$ cat src/gpio_pad_consts.svh
// Subaddress codes, reset values and widths of the pad configuration subregisters.
`ifndef GPIO_PAD_CONSTS_SVH
`define GPIO_PAD_CONSTS_SVH

// ----------------------------------------------------------------------------
// Subaddress codes placed in the port address register
// ----------------------------------------------------------------------------
`define GPC_SUB_OPEN_DRAIN 8'h03
`define GPC_SUB_HIGH_DRIVE 8'h04
`define GPC_SUB_WAKE_SOURCE 8'h05

// ----------------------------------------------------------------------------
// Widths and reset values
// ----------------------------------------------------------------------------
`define GPC_DATA_WIDTH 8
`define GPC_PINS_MAX 8
`define GPC_OPEN_DRAIN_RESET 8'h00
`define GPC_HIGH_DRIVE_RESET 8'h00
`define GPC_WAKE_SOURCE_RESET 8'h00
`define GPC_READ_IDLE 8'h00

`endif

$ cat src/gpio_pad_pkg.sv
// Types shared by the pad configuration logic.
`default_nettype none
`include "gpio_pad_consts.svh"

package gpio_pad_pkg;

  typedef logic [`GPC_DATA_WIDTH-1:0] cfg_byte_t;

  typedef enum logic [1:0] {
    SEL_NONE,
    SEL_OPEN_DRAIN,
    SEL_HIGH_DRIVE,
    SEL_WAKE_SOURCE
  } subreg_sel_t;

endpackage : gpio_pad_pkg

`default_nettype wire

$ cat src/gpio_pad_config_subregs.sv
// Open-drain, high-drive and wake-source subregisters with the pad drive and wake logic.
//
// Functional notes
// Open-drain subregister reached through control register while subaddress is 03h.
// Open-drain bit 1 disables the pin's drive while it outputs 1; 0 keeps drive enabled.
// Open-drain setting applies to alternate-function driven pins as well.
// High-drive subregister reached through control register while subaddress is 04h.
// High-drive bit 1 selects high-current drive; 0 selects standard drive.
// High-drive selection acts on the pin, including alternate-function pins.
// Wake-source subregister reached through control register while subaddress is 05h.
// In stop mode, any edge on an enabled pin requests recovery.
// In stop mode, edges on disabled pins never request recovery.
// High-drive and wake-source subregisters are read/write and reset to zero.
// Open-drain pins never drive high; only the low level is driven.
// Alternate function bit 1 hands the pin over; 0 lets direction decide.
// Bit n of every subregister controls pin n independently.
`timescale 1ns/1ns
`default_nettype none
`include "gpio_pad_consts.svh"

module gpio_pad_config_subregs #(
  parameter int PINS = 8
) (
  input wire logic core_clk_i,
  input wire logic rst_i,
  // Register access through the port address and port control registers.
  input wire gpio_pad_pkg::cfg_byte_t subaddr_i,
  input wire logic ctl_wr_i,
  input wire gpio_pad_pkg::cfg_byte_t ctl_wdata_i,
  input wire logic ctl_rd_i,
  output gpio_pad_pkg::cfg_byte_t ctl_rdata_o,
  output logic ctl_hit_o,
  // Pin control from the neighbouring port registers and peripherals.
  input wire logic [PINS-1:0] output_value_i,
  input wire logic [PINS-1:0] direction_bit_i,
  input wire logic [PINS-1:0] alt_function_bit_i,
  input wire logic [PINS-1:0] alt_out_i,
  input wire logic [PINS-1:0] alt_oe_i,
  input wire logic stop_mode_i,
  // Pad side.
  input wire logic [PINS-1:0] pin_in_i,
  output logic [PINS-1:0] pad_out_o,
  output logic [PINS-1:0] pad_oe_o,
  output logic [PINS-1:0] high_drive_o,
  output logic [PINS-1:0] pin_level_o,
  output logic wake_request_o
);

  import gpio_pad_pkg::*;

  // --------------------------------------------------------------------------
  // Elaboration check
  // --------------------------------------------------------------------------
  if (PINS < 1 || PINS > `GPC_PINS_MAX) begin : g_bad_pins
    $error("PINS must lie between 1 and 8.");
  end

  // --------------------------------------------------------------------------
  // Subaddress decode
  // --------------------------------------------------------------------------
  function automatic subreg_sel_t decode_sub(input cfg_byte_t code);
    subreg_sel_t sel;
    sel = SEL_NONE;
    if (code == `GPC_SUB_OPEN_DRAIN) begin
      sel = SEL_OPEN_DRAIN;
    end else if (code == `GPC_SUB_HIGH_DRIVE) begin
      sel = SEL_HIGH_DRIVE;
    end else if (code == `GPC_SUB_WAKE_SOURCE) begin
      sel = SEL_WAKE_SOURCE;
    end
    return sel;
  endfunction : decode_sub

  subreg_sel_t sel;
  logic wr_open_drain;
  logic wr_high_drive;
  logic wr_wake_source;
  cfg_byte_t open_drain_select;
  cfg_byte_t high_drive_select;
  cfg_byte_t wake_source_enable;
  cfg_byte_t read_mux;

  // open-drain mapping
  // high-drive mapping
  // wake-source mapping
  assign sel = decode_sub(subaddr_i);
  assign wr_open_drain = ctl_wr_i && (sel == SEL_OPEN_DRAIN);
  assign wr_high_drive = ctl_wr_i && (sel == SEL_HIGH_DRIVE);
  assign wr_wake_source = ctl_wr_i && (sel == SEL_WAKE_SOURCE);

  // readback selection
  assign read_mux = (sel == SEL_OPEN_DRAIN) ? open_drain_select :
                    (sel == SEL_HIGH_DRIVE) ? high_drive_select :
                    (sel == SEL_WAKE_SOURCE) ? wake_source_enable : `GPC_READ_IDLE;

  // --------------------------------------------------------------------------
  // Subregisters
  // --------------------------------------------------------------------------
  // reset to zero
  always_ff @(posedge core_clk_i or posedge rst_i) begin
    if (rst_i) begin
      open_drain_select <= `GPC_OPEN_DRAIN_RESET;
      high_drive_select <= `GPC_HIGH_DRIVE_RESET;
      wake_source_enable <= `GPC_WAKE_SOURCE_RESET;
    end else begin
      if (wr_open_drain) begin
        open_drain_select <= ctl_wdata_i;
      end
      if (wr_high_drive) begin
        high_drive_select <= ctl_wdata_i;
      end
      if (wr_wake_source) begin
        wake_source_enable <= ctl_wdata_i;
      end
    end
  end

  // Read data is captured on the read strobe and held until the next one.
  always_ff @(posedge core_clk_i or posedge rst_i) begin
    if (rst_i) begin
      ctl_rdata_o <= `GPC_READ_IDLE;
      ctl_hit_o <= 1'b0;
    end else begin
      if (ctl_rd_i) begin
        ctl_rdata_o <= read_mux;
      end
      ctl_hit_o <= (sel != SEL_NONE);
    end
  end

  // --------------------------------------------------------------------------
  // Pad drive
  // --------------------------------------------------------------------------
  logic [PINS-1:0] od_mask;
  logic [PINS-1:0] drive_en;
  logic [PINS-1:0] drive_val;
  logic [PINS-1:0] od_high;
  logic [PINS-1:0] next_pad_oe;

  // per-pin bit slices
  assign od_mask = open_drain_select[PINS-1:0];

  // alternate function takes the pin; a set direction bit means input
  assign drive_en = (alt_function_bit_i & alt_oe_i) | (~alt_function_bit_i & ~direction_bit_i);
  assign drive_val = (alt_function_bit_i & alt_out_i) | (~alt_function_bit_i & output_value_i);

  // high-level drive disabled on open-drain pins
  // alternate path included
  // only low is driven
  assign od_high = od_mask & drive_val;
  assign next_pad_oe = drive_en & ~od_high;

  always_ff @(posedge core_clk_i or posedge rst_i) begin
    if (rst_i) begin
      pad_out_o <= '0;
      pad_oe_o <= '0;
    end else begin
      pad_out_o <= drive_val;
      pad_oe_o <= next_pad_oe;
    end
  end

  // high drive select
  // acts on every pin
  assign high_drive_o = high_drive_select[PINS-1:0];

  // --------------------------------------------------------------------------
  // Stop mode recovery
  // --------------------------------------------------------------------------
  logic [PINS-1:0] pin_edge;
  logic [PINS-1:0] wake_mask;
  logic wake_hit;

  gpio_pin_sync #(
    .PINS(PINS)
  ) u_pin_sync (
    .core_clk_i(core_clk_i),
    .rst_i(rst_i),
    .pin_async_i(pin_in_i),
    .pin_level_o(pin_level_o),
    .pin_edge_o(pin_edge)
  );

  // enabled pins wake
  // disabled pins ignored
  assign wake_mask = wake_source_enable[PINS-1:0];
  assign wake_hit = stop_mode_i && ((pin_edge & wake_mask) != '0);

  // The request holds until stop mode ends; a hit needs stop mode, so none can override that clear.
  always_ff @(posedge core_clk_i or posedge rst_i) begin
    if (rst_i) begin
      wake_request_o <= 1'b0;
    end else begin
      wake_request_o <= wake_hit | (wake_request_o & stop_mode_i);
    end
  end

  // --------------------------------------------------------------------------
  // Checks
  // --------------------------------------------------------------------------
  a_od_write_map: assert property (@(posedge core_clk_i) disable iff (rst_i)
    ctl_wr_i && subaddr_i == `GPC_SUB_OPEN_DRAIN |=> open_drain_select == $past(ctl_wdata_i))
    else $error("Open-drain subregister missed a write at its subaddress.");

  a_hd_write_map: assert property (@(posedge core_clk_i) disable iff (rst_i)
    ctl_wr_i && subaddr_i == `GPC_SUB_HIGH_DRIVE |=> high_drive_select == $past(ctl_wdata_i))
    else $error("High-drive subregister missed a write at its subaddress.");

  a_wake_write_map: assert property (@(posedge core_clk_i) disable iff (rst_i)
    ctl_wr_i && subaddr_i == `GPC_SUB_WAKE_SOURCE |=> wake_source_enable == $past(ctl_wdata_i))
    else $error("Wake-source subregister missed a write at its subaddress.");

  a_od_no_high: assert property (@(posedge core_clk_i) disable iff (rst_i)
    1 |=> ((pad_oe_o & pad_out_o & $past(od_mask)) == '0))
    else $error("Open-drain pin drove a high level.");

  a_drive_kept_on: assert property (@(posedge core_clk_i) disable iff (rst_i)
    1 |=> (($past(drive_en) & ~$past(od_mask) & ~pad_oe_o) == '0))
    else $error("Push-pull output lost its drive.");

  a_alt_pin_data: assert property (@(posedge core_clk_i) disable iff (rst_i)
    1 |=> (($past(alt_function_bit_i) & (pad_out_o ^ $past(alt_out_i))) == '0))
    else $error("Alternate function pin does not follow its peripheral.");

  a_wake_enabled: assert property (@(posedge core_clk_i) disable iff (rst_i)
    stop_mode_i && ((pin_edge & wake_mask) != '0) |=> wake_request_o)
    else $error("Enabled pin edge in stop mode gave no wake request.");

  a_wake_ignored: assert property (@(posedge core_clk_i) disable iff (rst_i)
    !wake_request_o && ((pin_edge & wake_mask) == '0) |=> !wake_request_o)
    else $error("Wake request rose without an enabled pin edge.");

  a_reset_zero: assert property (@(posedge core_clk_i)
    $past(rst_i) |-> (high_drive_select == '0) && (wake_source_enable == '0))
    else $error("Subregisters not zero after reset.");

  a_read_back: assert property (@(posedge core_clk_i) disable iff (rst_i)
    ctl_rd_i && subaddr_i == `GPC_SUB_HIGH_DRIVE |=> ctl_rdata_o == $past(high_drive_select))
    else $error("High-drive readback mismatch.");

endmodule : gpio_pad_config_subregs

`default_nettype wire

$ cat src/gpio_pin_sync.sv
// Pin input synchroniser with agreement filter and change pulse.
`timescale 1ns/1ns
`default_nettype none

module gpio_pin_sync #(
  parameter int PINS = 8
) (
  input wire logic core_clk_i,
  input wire logic rst_i,
  input wire logic [PINS-1:0] pin_async_i,
  output logic [PINS-1:0] pin_level_o,
  output logic [PINS-1:0] pin_edge_o
);

  logic [PINS-1:0] stage1;
  logic [PINS-1:0] stage2;
  logic [PINS-1:0] stage3;
  logic [PINS-1:0] agree;
  logic [PINS-1:0] next_level;

  // The filter needs at least one pin to act on.
  if (PINS < 1) begin : g_bad_pins
    $error("PINS must be at least 1.");
  end

  // A bit only moves once the second and third stages hold the same value.
  assign agree = ~(stage2 ^ stage3);
  assign next_level = (agree & stage2) | (~agree & pin_level_o);

  always_ff @(posedge core_clk_i or posedge rst_i) begin
    if (rst_i) begin
      stage1 <= '0;
      stage2 <= '0;
      stage3 <= '0;
    end else begin
      stage1 <= pin_async_i;
      stage2 <= stage1;
      stage3 <= stage2;
    end
  end

  always_ff @(posedge core_clk_i or posedge rst_i) begin
    if (rst_i) begin
      pin_level_o <= '0;
      pin_edge_o <= '0;
    end else begin
      pin_level_o <= next_level;
      pin_edge_o <= next_level ^ pin_level_o;
    end
  end

  a_edge_agrees: assert property (@(posedge core_clk_i) disable iff (rst_i)
    1 |=> ((pin_edge_o & ~$past(agree)) == '0))
    else $error("Pin change reported while sync stages disagreed.");

endmodule : gpio_pin_sync

`default_nettype wire

$ cat config.mk
export PLATFORM = sky130hd
export DESIGN_NAME = gpio_pad_config_subregs
export DESIGN_NICKNAME = d
export VERILOG_FILES = /design/src/gpio_pad_pkg.sv /design/src/gpio_pad_config_subregs.sv /design/src/gpio_pin_sync.sv
export VERILOG_INCLUDE_DIRS = /design/src
export SDC_FILE = /design/constraint.sdc
export NUM_CORES = 1
export LEC_CHECK = 0
export BUFFER_PORTS_ARGS = -buffer_cell sky130_fd_sc_hd__buf_2
export CORE_MARGIN = 1.5
export CORE_UTILIZATION = 35
export DETAILED_ROUTE_END_ITERATION = 6
export GPL_TIMING_DRIVEN = 1
export PLACE_DENSITY = 0.65
export REMOVE_ABC_BUFFERS = 1
export SYNTH_ARGS = -nofsm -noshare
export SYNTH_HDL_FRONTEND = slang
export SYNTH_HIERARCHICAL = 1
export SYNTH_SLANG_ARGS = --single-unit
$ cat constraint.sdc
create_clock -name core_clk_i -period 1.48 [get_ports core_clk_i]
set_input_delay 0.148 -clock core_clk_i [delete_from_list [all_inputs] [get_ports core_clk_i]]
set_output_delay 0.148 -clock core_clk_i [all_outputs]
set_load 0.02 [all_outputs]
Word level (Yosys, flattened, before mapping)
Cells that the tools add are included.
{ "totals": {"input_bits": 69, "wordCells": 52, "reg_bits": 90, "out_inout_bits": 42} }
{ "classes": {"n_mux": 6, "bitwise": 21, "n_reduce_logical": 6, "eq_ne": 6} }
{ "op_table": {"columns": ["op", "n"], "rows": [
  ["$and 8x8->8", 9],
  ["$not 8->8", 5],
  ["$mux 8", 3],
  ["$or 8x8->8", 3],
  ["$eq 8x3->1 const B", 2],
  ["$xor 8x8->8", 2],
  ["$eq 8x2->1 const B", 1],
  ["$reduce_bool 8->1", 1],
  ["$mux 2", 3],
  ["$eq 2x2->1 const B", 2],
  ["$logic_and 1x1->1", 4],
  ["$eq 2x1->1 const B", 1],
  ["$reduce_bool 2->1", 1],
  ["$and 1x1->1", 1],
  ["$or 1x1->1", 1]
]} }

Logic depth before layout (Yosys ltp)
{ "depth": {"depth_word": 8, "ltp_mapped": 4, "ltp_nobuf": 3} }

By module
Netlist, hierarchy kept.
{ "modules_own_cells": {"columns": ["module", "n_inst", "area_per_inst_um2", "seq_area_each_um2", "cells_each"], "rows": [
  ["gpio_pad_config_subregs", 1, 2240.9, 1251.2, 182],
  ["gpio_pin_sync", 1, 1224.9, 1001.0, 73]
]} }

Worst setup path after synthesis
OpenSTA, ideal clock, no wires.
{ "synth_path": {"path_type": "input to register", "start": "in subaddr_i[5]", "end": "reg high_drive_select[0] (netlist: high_drive_o[0])", "setup_time_ns": 0.125, "setup_slack_ns": 0.185, "arrival_ns": 1.170, "required_ns": 1.355, "path_buffers": 1, "cell_stages": 4, "path_cell_list": "nor4_4 and4_1 buf_4 mux2_2"} }
{ "synth_between": {"elab_chain_len": 6, "elab_cells_between_ends": 8, "classes_between": "eq/ne (4); mux (3); reduce/logical (1)"} }
{ "synth_lines": {"columns": ["element", "line_no", "rtl"], "rows": [
  ["start, declared", "gpio_pad_config_subregs.sv:27", "input wire gpio_pad_pkg::cfg_byte_t subaddr_i,"],
  ["$eq 8x3->1 (no source line)", null, null],
  ["$mux 2", "gpio_pad_config_subregs.sv:68", "end else if (code == `GPC_SUB_WAKE_SOURCE) begin"],
  ["$mux 2", "gpio_pad_config_subregs.sv:66", "end else if (code == `GPC_SUB_HIGH_DRIVE) begin"],
  ["$mux 2 (*)", "gpio_pad_config_subregs.sv:64", "if (code == `GPC_SUB_OPEN_DRAIN) begin"],
  ["$eq 2x2->1 (*)", "gpio_pad_config_subregs.sv:88", "assign wr_high_drive = ctl_wr_i && (sel == SEL_HIGH_DRIVE);"],
  ["$logic_and 1x1->1 (*)", "gpio_pad_config_subregs.sv:88", null],
  ["end signal, assigned", "gpio_pad_config_subregs.sv:103", "high_drive_select <= `GPC_HIGH_DRIVE_RESET;"],
  ["end signal, assigned", "gpio_pad_config_subregs.sv:110", "high_drive_select <= ctl_wdata_i;"],
  ["end, declared", "gpio_pad_config_subregs.sv:79", "cfg_byte_t high_drive_select;"]
]} }
Mark *: on every way between the ends. The rest lies on a longest branch, timed or not.
A chain may end at the register's enable or synchronous reset.

Final worst setup path
{ "layout_path": {"start": "in subaddr_i[5]", "end": "reg wake_source_enable[1] (netlist: wake_mask[1])"} }
{ "layout_between": {"elab_chain_len": 6, "elab_cells_between_ends": 8, "classes_between": "eq/ne (4); mux (3); reduce/logical (1)"} }
{ "layout_lines": {"columns": ["element", "line_no", "rtl"], "rows": [
  ["$eq 8x3->1 (no source line)", null, null],
  ["$mux 2", "gpio_pad_config_subregs.sv:68", null],
  ["$mux 2", "gpio_pad_config_subregs.sv:66", null],
  ["$mux 2 (*)", "gpio_pad_config_subregs.sv:64", null],
  ["$eq 2x2->1 (*)", "gpio_pad_config_subregs.sv:89", "assign wr_wake_source = ctl_wr_i && (sel == SEL_WAKE_SOURCE);"],
  ["$logic_and 1x1->1 (*)", "gpio_pad_config_subregs.sv:89", null],
  ["end signal, assigned", "gpio_pad_config_subregs.sv:104", "wake_source_enable <= `GPC_WAKE_SOURCE_RESET;"],
  ["end signal, assigned", "gpio_pad_config_subregs.sv:113", "wake_source_enable <= ctl_wdata_i;"],
  ["end, declared", "gpio_pad_config_subregs.sv:80", "cfg_byte_t wake_source_enable;"]
]} }
Marked as above.

==> results list <==
* Number of placement rows: 36
* Setup repair after global routing missed its margin: no
- The layer flagged by global routing as most heavily used is met2.
- Number of instances in the synthesized netlist: 255
- Final hold viol count: 0
- The final route contains 2468 vias.
- In this run the remaining antenna-violating nets after routing total 0.
- In the final layout, flip-flops and latches occupy 2252 um2.
- For this design the static power due to leakage is 2.274 nW.
* Antenna violations before repair: 0
- Required @ worst endpoint: 1.71 ns
* Number of max-capacitance violations reported: 0
- In the post-synthesis netlist, the cell with the most instances is dfrtp_1.
- TritonCTS built the clock tree.
- Largest clock skew in the final design: 0.009665 ns
- Largest net degree at the start of global routing: 26
* Total power density per cell area: 1102 nW/um2
- The floorplan step defined a core boundary enclosing 9684 um2.
- After filler insertion, the fill cell instance count of the layout stands at 872.
- In this run the horizontal extent of the chip is 102.5 um.
- Worst Path Class, Setup: in -> reg
* First-pass iteration count of the detailed router: 4
- From synthesis to final layout, the design area changed by 31.26%.
- After detailed routing, the number of vias per cell comes to 4.657.
* Minimum clock period: 1.121 ns
- The initial utilization of the core area, before any placement, comes to 0.3579.
- STA classifies the critical path startpoint as a primary input.
- Total overflow reported by the global router: 0
* Crit path max fanout: 8
- Post-CTS sizing: 0
* Number of standard cells in the final layout excluding fillers: 530
* Tcrit/Tclk final: 0.7572
- Final weighted congestion in routability-driven placement: 0.7770
- For met1 alone, demand over resource in global routing was 0.1649.
- # clock sinks: 90
- Once layout is done, the placed cells without fillers occupy 4549 um2.
- Timing-limited maximum frequency: 892.3 MHz
* DRC violation count after routing: 0
* Number of register bits inferred by synthesis: 90
* Ys flop type: dfrtp_1
- Starting DRC count in detailed routing: 67
- Half-perimeter wire length after detailed placement: 5340 um
* Number of buffers between clock root and the deepest sink: 2
- Final setup violation count: 0
- The number of placed instances, taps included, is 504.
* Most common library cells after synthesis: dfrtp_1 (90), mux2_2 (32), a21oi_1 (17)
- The H-tree generated during clock tree synthesis spans 3 levels.
- Total Power: 5.015 mW
- The floorplan step set the die height to 102.5 um.
- Counting flops with an async set or reset pin after synthesis yields a share of 1.000.
* Fraction of met2 tracks used by global routing: 0.2364
* Pin slew with the least headroom to its limit: 0.6883 ns
- In this run the post-CTS setup repair buffer count came out at 0.
* Dpl cell area: 4244 um2
- Classification of the worst-slack hold path: in -> reg
- Number of warnings issued by yosys: 6
* GR Util met3: 0.05085
- Total of buffers placed on input and output ports: 110
- Number of synthesized flops with an enable pin: 0
- ANT cells: 0
- The average instance in the mapped netlist occupies 13.59 um2.
- Fin nets: 461
* Worst setup EP type: flip-flop
- The worst-case IR drop observed on VDD is 777.1 uV.
- In this run the cell area of the synthesized design comes to 3466 um2.
- The die covers 10510 um2.
- Tightest slew margin relative to the limit: 0.5402
* Slew Limit Fails: 0
- CTS Buf Count: 9
- Library cell occupying the most area in the post-synthesis netlist: dfrtp_1
- Before CTS, the worst setup slack after placement is -0.008533 ns.
* Global-route wire length before repair: 11040 um
* Library cell used as clock root buffer: clkbuf_8
- Dividing the detail-routed wire length by the instance count gives 13.46 um.
- Setup ws final: 0.3593 ns
* Via count of the first global-routing pass: 2347
- Number of top-level pins: 111
* Clk Latency, worst-skew pair: 0.35 ns
- Status: complete, no violations
* Fraction of final layout cells sized beyond drive strength 1: 0.4584
- Top-area cell type share of the netlist area: 0.6498
- By area the synthesized netlist is led by dfrtp_1 (65%), mux2_2 (10%), nand2b_1 (2.9%), o22ai_1 (2.9%), maj3_2 (2.6%).
- Final wirelength: 7134 um
* Clock slew at the register clock pins of the worst setup and hold paths: 0.09 ns
- Portion of the post-synthesis area used by sequential elements: 0.6498
* Total track usage: 0.1387
* Data arrival time of the critical path: 1.35 ns
* Library cells used by synthesis: 28
* Area of the multi-input gates: 1162 um2
==> final cells by class <==
type | instances | share of cell area
Sequential cell | 90 | 0.4950
Timing Repair Buffer | 133 | 0.1645
Multi-Input combinational cell | 154 | 0.2555
Clock inverter | 5 | 0.01403
Clock buffer | 11 | 0.03108
Tap cell | 133 | 0.03658
Inverter | 4 | 0.003300
==> worst max-delay path, stage by stage <==
cell and delay, ns:
buf_2 0.11, nor4_4 0.35, and4_1 0.24, buf_4 0.16, mux2_2 0.34
==> metrics by stage <==
stage / hold WS (ns) / TNS (ns) / util
after global routing: 0.02950 / 0 / 0.4698
after detailed placement: 0.2191 / -0.04520 / 0.4382
after global placement: 0.2087 / 0 / 0.4382
after CTS: 0.0004572 / 0 / 0.4687
after floorplan: 0.1794 / 0 / -
final: 0.03996 / 0 / 0.4698
==> repair_timing <==
| item | CTS | global route |
|---|---|---|
| hold buffers | 9 | 1 |
| setup endpoints to repair | 0 | 0 |
| endpoints found under the hold margin | 70 | 1 |
==> sequential cells by signal, summed over array words and instances (netlist names) <==
register,flops
pad_oe_o,8
od_mask,8
high_drive_o,8
u_pin_sync/stage3,8
ctl_hit_o,1
u_pin_sync/pin_level_o,8
wake_request_o,1
ctl_rdata_o,8
pad_out_o,8
wake_mask,8
u_pin_sync/pin_edge_o,8
u_pin_sync/stage2,8
u_pin_sync/stage1,8
==> kinds of logic (layout without fill, tap and decap cells) <==
family	Yosys count	in the layout	synth area share
buffers and inverters	11	153	0.01480
adder cells (fa/ha/maj)	8	8	0.02599
AO/OA/AOI/OAI	55	55	0.1000
flip-flops	90	90	0.6498
AND/OR/NAND/NOR	59	59	0.1054
multiplexers	32	32	0.1040
==> layout by cell type, fill, tap and decap left out, drive strengths merged, types with 4 or more instances in the layout <==
cell type	instances
buf	123
dfrtp	90
mux2	32
a21oi	17
nand2	16
nand2b	16
o22ai	16
clkbuf	11
dlygate4sd3	10
and3b	9
o21ai	8
a311oi	8
nor2	8
maj3	8
inv	4
==> path summary, 6_finish.rpt <==
kind	depth (start not counted)	startpoint	slack [ns]	end
max in group asynchronous	4	rst_i	0.53	ctl_hit_o
worst min register to register	0	u_pin_sync/stage1[4]	0.35	u_pin_sync/stage2[4]
worst min-delay path	2	output_value_i[0]	0.04	pad_out_o[0]
min in group asynchronous	4	rst_i	0.38	u_pin_sync/stage1[6]
worst max register to register	3	wake_mask[4]	0.40	ctl_rdata_o[4]
worst max-delay path	5	subaddr_i[5]	0.36	wake_mask[1]
==> report_power, final <==
part	total, mW	internal [mW]	switching [mW]
clock network	1.69	0.836	0.858
logic	0.615	0.280	0.335
registers	2.70	2.61	0.0941
==> per-layer routing <==
| metal | vias to the layer above | wire length (um) |
|---|---|---|
| li1 | 1201 | - |
| met1 | 1184 | 3123 |
| met2 | 76 | 3497 |
| met3 | 7 | 436 |
| met4 | 0 | 76 |
| met5 | - | 0 |
Note: power is estimated with default switching activity, not from simulation.
